===== src/wohp_pkg.sv =====
package wohp_pkg;
  // Register byte offsets
  localparam logic [7:0] OFS_SEL_TWO    = 8'h00;
  localparam logic [7:0] OFS_SEL_THREE  = 8'h04;
  localparam logic [7:0] OFS_CODE_SEL   = 8'h08;
  localparam logic [7:0] OFS_HOLD_TIME  = 8'h0C;
  localparam logic [7:0] OFS_REGEN_CAP  = 8'h10;
  localparam logic [7:0] OFS_STATUS     = 8'h14;
  localparam logic [7:0] OFS_IRQ_STAT   = 8'h18;
  localparam logic [7:0] OFS_IRQ_MASK   = 8'h1C;
  // Reset values and hold time limits
  localparam logic [15:0] SEL_TWO_RST   = 16'h0000;
  localparam logic [15:0] SEL_THREE_RST = 16'h0000;
  localparam logic        CODE_SEL_RST  = 1'b0;
  localparam logic [15:0] HOLD_MIN_MS   = 16'h0014;
  localparam logic [15:0] HOLD_MAX_MS   = 16'h03E8;
  localparam logic [15:0] HOLD_RST_MS   = 16'h0014;
  localparam logic [15:0] REGEN_RST     = 16'h0000;
  // Field positions
  localparam int WARN_FIELD_LSB = 12;
  localparam int POSITION_OUT_N_A_FIELD_LSB = 0;
  // Timing
  localparam int CLK_HZ         = 100_000_000;
  localparam int MS_PER_S       = 1000;
  localparam int CYC_PER_MS     = CLK_HZ / MS_PER_S;
  // Interrupt bit positions
  localparam int IRQ_WARN       = 0;
  localparam int IRQ_DRIVE_OFF  = 1;
  localparam int IRQ_UNDERVOLT  = 2;
  localparam int IRQ_W          = 3;

  typedef struct packed {
    logic overload;
    logic regen_overload;
    logic alarm;
    logic [2:0] alarm_code;
    logic main_off;
    logic ctrl_off;
    logic undervolt;
    logic position_out_n_a_pos;
    logic [1:0] other_sig;
  } wohp_stat_t;
endpackage


===== src/wohp_ms_tick.sv =====
`timescale 1ns/1ps
// Millisecond enable pulse from the system clock
module wohp_ms_tick #(
  parameter int DIV = 100000
) (
  // Clock and reset
  input  wire logic sys_clk,
  input  wire logic rstn,
  // Tick out
  output logic      tick
);
  logic [31:0] cnt_reg;

  // Free-running divider; tick is one cycle wide
  always_ff @(posedge sys_clk) begin
    if (!rstn) begin
      cnt_reg <= 32'h0000_0000;
      tick    <= 1'b0;
    end else if (cnt_reg == 32'(DIV - 1)) begin
      cnt_reg <= 32'h0000_0000;
      tick    <= 1'b1;
    end else begin
      cnt_reg <= cnt_reg + 32'h0000_0001;
      tick    <= 1'b0;
    end
  end
endmodule


===== src/wohp_top.sv =====
`timescale 1ns/1ps
// Overview of operation
// - Warning asserted on overload or regen overload
// - Warning output is active low
// - Field selects none or terminal pair 1-3
// - Output select two resets to zero
// - Shared terminal driven as OR of signals
// - Code select 0 shows alarm codes only
// - Code select 1 shows warnings, alarm overrides
// - Overload bit one low, regen bit two
// - Position_out_n_a on its own output always, and on a terminal via output select three
// - Hold time 20 to 1000 ms, reset 20
// - Supply loss beyond hold turns drive off
// - Short supply loss ignored while timer runs
// - Undervolt and control loss always stop the drive; undervolt alarm only while main supply is off
// - Regen capacity in 10 W, resets zero
module wohp_top #(
  parameter int MS_DIV = wohp_pkg::CYC_PER_MS
) (
  // Clock and reset
  input  wire logic                sys_clk,
  input  wire logic                rstn,
  // Wishbone slave
  input  wire logic                wb_cyc_i,
  input  wire logic                wb_stb_i,
  input  wire logic                wb_we_i,
  input  wire logic [7:0]          wb_adr_i,
  input  wire logic [3:0]          wb_sel_i,
  input  wire logic [31:0]         wb_dat_i,
  output logic      [31:0]         wb_dat_o,
  output logic                     wb_ack_o,
  // Status pins from the amplifier
  input  wire wohp_pkg::wohp_stat_t stat_i,
  // Terminal pairs, active low
  output logic      [2:0]          term_out_n,
  // Code outputs, active low
  output logic                     code_bit_one,
  output logic                     code_bit_two,
  output logic                     code_bit_three,
  // Drive and power state
  output logic                     drive_en,
  output logic                     undervolt_alarm,
  output logic                     warn_out_n,
  output logic                     position_out_n_a,
  // Interrupt
  output logic                     irq
);
  wohp_pkg::wohp_stat_t s1_reg;
  wohp_pkg::wohp_stat_t s2_reg;
  logic [15:0] output_select_two;
  logic [15:0] output_select_three;
  logic        warning_code_select;
  logic [15:0] momentary_hold_time;
  logic [15:0] regen_resistor_capacity;
  logic [wohp_pkg::IRQ_W-1:0] irq_stat_reg;
  logic [wohp_pkg::IRQ_W-1:0] irq_mask_reg;
  logic [wohp_pkg::IRQ_W-1:0] irq_ev;
  logic [15:0] hold_cnt_reg;
  logic        holding_reg;
  logic        ms_tick;
  logic        warn_now;
  logic        warn_prev_reg;
  logic        drive_prev_reg;
  logic        uv_prev_reg;
  logic [1:0]  warning_terminal_field;
  logic [1:0]  position_out_n_a_field;
  logic [2:0]  term_act;
  logic [2:0]  code_act;
  logic        wr_stb;
  logic        rd_stb;
  logic [31:0] rd_mux;
  logic [15:0] hold_wr;

  // Two-stage synchroniser for all pins
  always_ff @(posedge sys_clk) begin
    if (!rstn) begin
      s1_reg <= '0;
      s2_reg <= '0;
    end else begin
      s1_reg <= stat_i;
      s2_reg <= s1_reg;
    end
  end

  wohp_ms_tick #(
    .DIV (MS_DIV)
  ) u_tick (
    .sys_clk (sys_clk),
    .rstn    (rstn),
    .tick    (ms_tick)
  );

  // Bus strobes; ack is one cycle and drops the cycle after
  assign wr_stb = wb_cyc_i & wb_stb_i & wb_we_i & ~wb_ack_o;
  assign rd_stb = wb_cyc_i & wb_stb_i & ~wb_we_i & ~wb_ack_o;

  // Writes below the minimum or above the maximum clamp to the range
  always_comb begin
    hold_wr = wb_dat_i[15:0];
    if (hold_wr < wohp_pkg::HOLD_MIN_MS) begin
      hold_wr = wohp_pkg::HOLD_MIN_MS;
    end else if (hold_wr > wohp_pkg::HOLD_MAX_MS) begin
      hold_wr = wohp_pkg::HOLD_MAX_MS;
    end
  end

  // Configuration registers; new routing takes effect one edge later
  always_ff @(posedge sys_clk) begin
    if (!rstn) begin
      output_select_two       <= wohp_pkg::SEL_TWO_RST;
      output_select_three     <= wohp_pkg::SEL_THREE_RST;
      warning_code_select     <= wohp_pkg::CODE_SEL_RST;
      momentary_hold_time     <= wohp_pkg::HOLD_RST_MS;
      regen_resistor_capacity <= wohp_pkg::REGEN_RST;
      irq_mask_reg            <= '0;
    end else if (wr_stb) begin
      case (wb_adr_i)
        wohp_pkg::OFS_SEL_TWO: begin
          if (wb_sel_i[0]) output_select_two[7:0]  <= wb_dat_i[7:0];
          if (wb_sel_i[1]) output_select_two[15:8] <= wb_dat_i[15:8];
        end
        wohp_pkg::OFS_SEL_THREE: begin
          if (wb_sel_i[0]) output_select_three[7:0]  <= wb_dat_i[7:0];
          if (wb_sel_i[1]) output_select_three[15:8] <= wb_dat_i[15:8];
        end
        wohp_pkg::OFS_CODE_SEL: begin
          if (wb_sel_i[0]) warning_code_select <= wb_dat_i[0];
        end
        wohp_pkg::OFS_HOLD_TIME: begin
          if (&wb_sel_i[1:0]) momentary_hold_time <= hold_wr;
        end
        wohp_pkg::OFS_REGEN_CAP: begin
          if (wb_sel_i[0]) regen_resistor_capacity[7:0]  <= wb_dat_i[7:0];
          if (wb_sel_i[1]) regen_resistor_capacity[15:8] <= wb_dat_i[15:8];
        end
        wohp_pkg::OFS_IRQ_MASK: begin
          if (wb_sel_i[0]) irq_mask_reg <= wb_dat_i[wohp_pkg::IRQ_W-1:0];
        end
        default: begin
        end
      endcase
    end
  end

  // Read mux; unmapped addresses read zero
  always_comb begin
    case (wb_adr_i)
      wohp_pkg::OFS_SEL_TWO:   rd_mux = {16'h0000, output_select_two};
      wohp_pkg::OFS_SEL_THREE: rd_mux = {16'h0000, output_select_three};
      wohp_pkg::OFS_CODE_SEL:  rd_mux = {31'h0000_0000, warning_code_select};
      wohp_pkg::OFS_HOLD_TIME: rd_mux = {16'h0000, momentary_hold_time};
      wohp_pkg::OFS_REGEN_CAP: rd_mux = {16'h0000, regen_resistor_capacity};
      wohp_pkg::OFS_STATUS:    rd_mux = {hold_cnt_reg, 11'h000, holding_reg, undervolt_alarm,
                                         drive_en, warn_now, 1'b0};
      wohp_pkg::OFS_IRQ_STAT:  rd_mux = {29'h0000_0000, irq_stat_reg};
      wohp_pkg::OFS_IRQ_MASK:  rd_mux = {29'h0000_0000, irq_mask_reg};
      default:                 rd_mux = 32'h0000_0000;
    endcase
  end

  // Bus answer one cycle after the strobe
  always_ff @(posedge sys_clk) begin
    if (!rstn) begin
      wb_ack_o <= 1'b0;
      wb_dat_o <= 32'h0000_0000;
    end else begin
      wb_ack_o <= wr_stb | rd_stb;
      if (rd_stb) begin
        wb_dat_o <= rd_mux;
      end
    end
  end

  // Warning condition
  assign warn_now = s2_reg.overload | s2_reg.regen_overload;

  // Hold timer: counts ms while main supply is off, clears on return
  always_ff @(posedge sys_clk) begin
    if (!rstn) begin
      hold_cnt_reg <= 16'h0000;
      holding_reg  <= 1'b0;
    end else if (!s2_reg.main_off) begin
      hold_cnt_reg <= 16'h0000;
      holding_reg  <= 1'b0;
    end else begin
      holding_reg <= 1'b1;
      if (ms_tick && hold_cnt_reg < 16'hFFFF) begin
        hold_cnt_reg <= hold_cnt_reg + 16'h0001;
      end
    end
  end

  // Drive state; control loss and undervolt bypass the hold window.
  // The tick runs free, so one extra tick is needed to be sure the full hold time has passed.
  always_ff @(posedge sys_clk) begin
    if (!rstn) begin
      drive_en        <= 1'b0;
      undervolt_alarm <= 1'b0;
    end else begin
      undervolt_alarm <= s2_reg.undervolt & s2_reg.main_off;
      if (s2_reg.ctrl_off || s2_reg.undervolt) begin
        drive_en <= 1'b0;
      end else if (s2_reg.main_off && hold_cnt_reg > momentary_hold_time) begin
        drive_en <= 1'b0;
      end else begin
        drive_en <= 1'b1;
      end
    end
  end

  // Terminal routing; each pair ORs every signal mapped to it
  assign warning_terminal_field = output_select_two[wohp_pkg::WARN_FIELD_LSB +: 2];
  assign position_out_n_a_field             = output_select_three[wohp_pkg::POSITION_OUT_N_A_FIELD_LSB +: 2];
  always_comb begin
    term_act = 3'b000;
    for (int i = 0; i < 3; i++) begin
      if (warning_terminal_field == 2'(i + 1)) begin
        term_act[i] = term_act[i] | warn_now;
      end
      if (position_out_n_a_field == 2'(i + 1)) begin
        term_act[i] = term_act[i] | s2_reg.position_out_n_a_pos;
      end
    end
    term_act[0] = term_act[0] | s2_reg.other_sig[0];
    term_act[1] = term_act[1] | s2_reg.other_sig[1];
  end

  // Code outputs as active levels; alarm wins over warning
  always_comb begin
    code_act = s2_reg.alarm ? s2_reg.alarm_code : 3'b000;
    if (warning_code_select && !s2_reg.alarm) begin
      if (s2_reg.overload) begin
        code_act = 3'b001;
      end else if (s2_reg.regen_overload) begin
        code_act = 3'b010;
      end
    end
  end

  // Registered active-low pins, glitch free by construction
  always_ff @(posedge sys_clk) begin
    if (!rstn) begin
      term_out_n       <= 3'b111;
      code_bit_one     <= 1'b1;
      code_bit_two     <= 1'b1;
      code_bit_three   <= 1'b1;
      warn_out_n       <= 1'b1;
      position_out_n_a <= 1'b1;
    end else begin
      term_out_n       <= ~term_act;
      code_bit_one     <= ~code_act[0];
      code_bit_two     <= ~code_act[1];
      code_bit_three   <= ~code_act[2];
      warn_out_n       <= ~warn_now;
      position_out_n_a <= ~s2_reg.position_out_n_a_pos;
    end
  end

  // Sticky events; a set beats a same-cycle clear
  always_ff @(posedge sys_clk) begin
    if (!rstn) begin
      warn_prev_reg  <= 1'b0;
      drive_prev_reg <= 1'b0;
      uv_prev_reg    <= 1'b0;
    end else begin
      warn_prev_reg  <= warn_now;
      drive_prev_reg <= drive_en;
      uv_prev_reg    <= undervolt_alarm;
    end
  end

  assign irq_ev[wohp_pkg::IRQ_WARN]      = warn_now & ~warn_prev_reg;
  assign irq_ev[wohp_pkg::IRQ_DRIVE_OFF] = drive_prev_reg & ~drive_en;
  assign irq_ev[wohp_pkg::IRQ_UNDERVOLT] = undervolt_alarm & ~uv_prev_reg;

  always_ff @(posedge sys_clk) begin
    if (!rstn) begin
      irq_stat_reg <= '0;
      irq          <= 1'b0;
    end else begin
      if (wr_stb && wb_adr_i == wohp_pkg::OFS_IRQ_STAT && wb_sel_i[0]) begin
        irq_stat_reg <= (irq_stat_reg & ~wb_dat_i[wohp_pkg::IRQ_W-1:0]) | irq_ev;
      end else begin
        irq_stat_reg <= irq_stat_reg | irq_ev;
      end
      irq <= |(irq_stat_reg & irq_mask_reg);
    end
  end
endmodule


===== config.mk =====
export PLATFORM = sky130hd
export DESIGN_NAME = wohp_top
export DESIGN_NICKNAME = d
export VERILOG_FILES = /design/src/wohp_pkg.sv /design/src/wohp_ms_tick.sv /design/src/wohp_top.sv
export SDC_FILE = /design/constraint.sdc
export NUM_CORES = 1
export LEC_CHECK = 0
export BUFFER_PORTS_ARGS = -buffer_cell sky130_fd_sc_hd__buf_2
export CELL_PAD_IN_SITES_DETAIL_PLACEMENT = 1
export CELL_PAD_IN_SITES_GLOBAL_PLACEMENT = 1
export CORE_MARGIN = 4
export CORE_UTILIZATION = 47
export CTS_CLUSTER_SIZE = 24
export DETAILED_ROUTE_END_ITERATION = 8
export GPL_TIMING_DRIVEN = 0
export PLACE_DENSITY = 0.89
export SETUP_SLACK_MARGIN = 0.4
export SYNTH_ARGS = -nofsm -noshare
export SYNTH_HDL_FRONTEND = slang
export SYNTH_SLANG_ARGS = --single-unit

===== constraint.sdc =====
create_clock -name sys_clk -period 3.9 [get_ports sys_clk]
set_input_delay 0.195 -clock sys_clk [delete_from_list [all_inputs] [get_ports sys_clk]]
set_output_delay 0.195 -clock sys_clk [all_outputs]
set_load 0.005 [all_outputs]

# == After elaboration in Yosys (flattened, before gate mapping) ==
# Cells that the tools add are included.
# word_totals
reg_bits,192
in_bits,61
latch_bits,0
mem_bits_ro,0
mem_count,0
ramBits,0
# classes
order_cmp,4
n_reduce_logical,21
div_mod_pow,0
bitwise,33
shifts,0
n_addsub,2
mux,17
n_mul,0
n_eq_ne,14
# op_table
operator,n
32-bit case mux with 8 select lines,1
"32-bit by 1-bit adder with 32-bit output, second input constant",1
"32-bit by 17-bit == test with 1-bit output, second input constant",1
"8-bit by 5-bit == test with 1-bit output, second input constant",4
16-bit two-way mux,2
3-bit AND reduction,8
"16-bit by 1-bit adder with 16-bit output, second input constant",1
"8-bit by 4-bit == test with 1-bit output, second input constant",2
"16-bit by 10-bit greater-than comparator with 1-bit output, second input constant",1
16-bit greater-than comparator,1
"16-bit less-than comparator, second input constant",1
"16-bit by 5-bit less-than comparator with 1-bit output, second input constant",1
3-bit two-way mux,5
1-bit inverter,11
1-bit bitwise AND,9
1-bit two-way mux,9
"2-bit == test, second input constant",4
"8-bit by 3-bit == test with 1-bit output, second input constant",1
8-bit logical NOT,1
1-bit bitwise OR,7
3-bit bitwise AND,2
3-bit inverter,2
3-bit bitwise OR,2
1-bit logical AND,5
7 further kinds,9

# == Longest topological paths before layout ==
# logic_depth
depth_word,6
depth_mapped,8

# == Cells and area by module ==
# From an unflattened synthesis, not the netlist that was laid out.
# hier_totals
hier_cells,875
area_unflattened_um2,8434.3
# by_module_without_submodules
mod,cells_per_inst,area_per_inst_um2,instances,seq_area_each_um2
wohp_top,697,6910.4,1,3183.1
wohp_ms_tick,178,1524.0,1,660.6

# == Least setup slack after synthesis ==
# OpenSTA, ideal clock, no wires.
# synth_path
path_type,register to register
startpoint,reg u_tick.cnt_reg[0]
endpoint,reg u_tick.cnt_reg[26]
n_path_buf,1
setup_ps,71
required_time_ps,3829
arrival_ps,1919
period_less_slack_ps,1990
setup_slack_ps,1910
path_stages_with_launch,8
path_cell_list,dfxtp_1 > ha_1 > and2_1 > buf_2 > nand4_4 > or3_4 > or4b_1 > a21oi_1
# synth_via
elab_chain_cells,2
# synth_lines
item,line_no,rtl
start: declaration,wohp_ms_tick.sv:12,logic [31:0] cnt_reg;
start signal: assignment,wohp_ms_tick.sv:23,cnt_reg <= cnt_reg + 32'h0000_0001;
"parallel branches: the longest is 2 deep, another holds 32-bit by 1-bit adder with 32-bit output",n/a,
# Several ways; the timed one is not identified.
# A chain may end at the register's enable or synchronous reset.

# == Worst setup path after layout ==
# layout_path
startpoint,reg wb_ack_o
endpoint,reg wb_dat_o[15]
# layout_via
elab_chain_cells,2
# layout_lines
item,line_no,rtl
start: declaration,wohp_top.sv:31,"output logic wb_ack_o,"
start signal: assignment,wohp_top.sv:167,wb_ack_o <= wr_stb | rd_stb;
1-bit inverter,wohp_top.sv:95,assign rd_stb = wb_cyc_i & wb_stb_i & ~wb_we_i & ~wb_ack_o;
1-bit bitwise AND,wohp_top.sv:95,
end signal: assignment,wohp_top.sv:169,wb_dat_o <= rd_mux;
end: declaration,wohp_top.sv:30,"output logic [31:0] wb_dat_o,"
# No other way between the ends.

==> out/qor.yml <==
die:
  io_pins: 105
  rows: 47
  die_area_um2: 19400
  die_w_um: 139
  core_um2: 16700
  start_util_pct: 48.4
  die_h_um: 139
critical_path:
  worstSetupStartpointType: "flop"
  crit_type: "flop to flop"
  path_common_cell: "clkbuf_1"
  critical_path_arrival_ns: 2.73
  critPathCaptureType: "flop"
  worstPathRequired_ns: 4.26
  worstPathMaxFanout: 10
  critical_path.cell_chain: "or3_1 > clkbuf_1 > and2_1 > clkbuf_1 > clkbuf_1 > nand2_1 > o21ai_0"
  max_stage_delay_ns: 0.49
  cp_slowest_cell: "clkbuf_1"
  path_buf_inv: 3
  path_delay_family: "buffers and inverters"
final_layout:
  final_area_um2: 9500
  area_growth_pct: 17.6
  layout_commonest_cell: "dfxtp_1"
  drive_above_1_share_pct: 12.4
  final_cell_mix: "dfxtp_1 (192), nand2_1 (109), buf_2 (91)"
  nets: 1118
detailed_routing:
  antenna_left: 0
  vias: 7626
  wl_um: 27100
  via_per_inst: 6.00
  drc: 0
  drt_iter0_drc: 646
  post_drt_wl_per_cell_um: 21.3
  first_pass_iters: 5
grt:
  grt-ovfl-total: 0
  groute.usage.overall_pct: 27.8
  antenna_found_initial: 1
  grt_pass1_vias: 7957
  grt_pass1_wl_um: 43000
  grt_max_degree: 17
sta:
  relSlewSlack_pct: 29.4
  rsz0062_at_grt: "no"
  finalSetupViolCount: 0
  setup-tns-final_ns: 0
  worst_pin_slew_ns: 1.05
  fin_crit_ns: 2.37
  drv_slew: 0
  finalHoldViolations: 0
  fin_skew_ns: 0.00804
  fin_crit_sh_pct: 60.7
  postLayoutSetupSlackWorst_ns: 1.53
  timing.fmax_mhz: 422
clock_tree:
  post_cts_resized: 0
  clock_sinks: 192
  clk_latency_ns: 0.45
  cts.clk_slew.worst_paths_ns: 0.07
  cts_tree: "yes"
  clockBufferDepth: 2
  clockRootBuffer: "clkbuf_16"
  numCtsBuffers: 17
  h-tree-depth: 4
yosys:
  synth_top_area_share_pct: 47.6
  syn_inst: 925
  syn_area_per_cell_um2: 8.74
  ys_ff_latch: 192
  netlist_top_cells_area: "dfxtp_1 (48%), nand2_1 (5.1%), nand3_1 (4.6%)"
  synth_fp_nets: 1004
  ys_warn_count: 0
  synth_area_leader_cell: "dfxtp_1"
  synth_area_um2: 8080
  ys_seq_area_share_pct: 47.6
  synth_edf_count: 0
  synthArstFlopShare_pct: 0
  yosysUniqueCellTypes: 61
  synth_ff_type: "dfxtp_1"
hold_path:
  hold_class: "input port to flop"
placed_design:
  portBuffers: 83
  pre_cts_ws_ns: 1.54
  dpl.hpwl_um: 17800
  post_dp_cell_area_um2: 8770
  gp_congestion: 0.907
power:
  peakVddDrop_v: 0.000338
  p_leak_nw: 3.50
  power_density_nw_per_um2: 422
status:
  outcome: "complete, no violations"
run:
  maxCapViolCount: 0
[worst register-to-register path: stages (launching register included)]
cell	delay, ns
dfxtp_1	0.39
or3_1	0.24
clkbuf_1	0.49
and2_1	0.24
clkbuf_1	0.34
clkbuf_1	0.39
nand2_1	0.11
o21ai_0	0.09
[routing by layer]
layer	up-vias	track usage [%]	routed length [um]
met5	-	0	0
met1	3779	33.5	11200
met3	84	4.59	1310
li1	3480	-	-
met4	0	13.4	1030
met2	283	48.3	13500
[final cells by class]
cell class / count / area, um2
Fill cell: 2022 / 7200
Multi-Input combinational cell: 654 / 3930
Sequential cell: 192 / 3840
Timing Repair Buffer: 95 / 536
Clock buffer: 20 / 447
Tap cell: 220 / 275
Buffer: 53 / 214
Clock inverter: 10 / 163
Inverter: 26 / 97.6
Antenna cell: 1 / 2.50
[logic make-up (layout without fill, tap and decap cells)]
| kind of cell | count (synthesis) | in the layout | synth area share [%] |
|---|---|---|---|
| compound gates | 167 | 167 | 14.0 |
| buf+inv | 79 | 204 | 3.86 |
| fa+ha+maj | 18 | 18 | 2.79 |
| xor+xnor | 40 | 40 | 4.34 |
| mux | 13 | 13 | 1.78 |
| flops | 192 | 192 | 47.6 |
| simple gates | 416 | 416 | 25.7 |
| other cells | 0 | 1 | 0 |
[path summary, 6_finish.rpt]
check | start | end | slack (ns) | cells past startpoint
setup / recovery | wb_ack_o$_SDFF_PN0_ | wb_dat_o[15]$_SDFFE_PN0P_ | 1.53 | 7
hold / removal | wb_stb_i | wb_ack_o$_SDFF_PN0_ | 0.03 | 3
setup reg to reg | wb_ack_o$_SDFF_PN0_ | wb_dat_o[15]$_SDFFE_PN0P_ | 1.53 | 7
hold reg to reg | s2_reg[8]$_SDFF_PN0_ | code_bit_three$_SDFF_PN1_ | 0.43 | 1
[synthesized netlist by cell type (2+ instances only)]
master    count
nand4_1      18
nand3_1      74
and3_1       16
and4_1        3
or4_1         5
or3_1         5
nor3_1       19
a21oi_1      43
o21ai_0      27
nor4_1       18
o211ai_1      2
buf_1         2
nor2_1       80
a21o_1        4
a22o_1       11
xor2_1       13
nor3b_1       5
or2_2         2
o31ai_1       2
and2_1       39
buf_2         8
nor2b_1      12
nor4b_1       4
xnor2_1      27
a311oi_1      2
a21boi_0     23
inv_1        25
nand2_1     109
a211oi_1      6
a22oi_1      17
a221oi_1     13
a32oi_1       2
dfxtp_1     192
clkbuf_1     41
ha_1         18
mux2i_1      11
a31oi_1       2
nand2b_1      2
[power by group]
group | internal, W | leakage [nW] | switching [W] | total, W
registers | 0.00198 | 1.55 | 0.0000131 | 0.00199
clock network | 0.00108 | 0.292 | 0.000766 | 0.00185
logic | 0.0000570 | 1.65 | 0.000110 | 0.000168
[metrics by stage]
step           power [W]  hold slack, ns  util, %  cells
2_1_floorplan    0.00210           0.322        -    925
3_3_place_gp     0.00218           0.371     52.5   1228
3_5_place_dp     0.00218           0.407     52.5   1228
4_1_cts          0.00401          0.0260     56.9   1270
5_1_grt          0.00412          0.0536     56.9   1270
6_report         0.00401          0.0328     56.9   1271
[timing repair]
action / in CTS / in global routing
setup buffers: 0 / 0
hold buffers: 12 / 0
endpoints found under the setup margin: 0 / 0
endpoints found under the hold margin: 12 / 0
(Power assumes the default switching activity.)
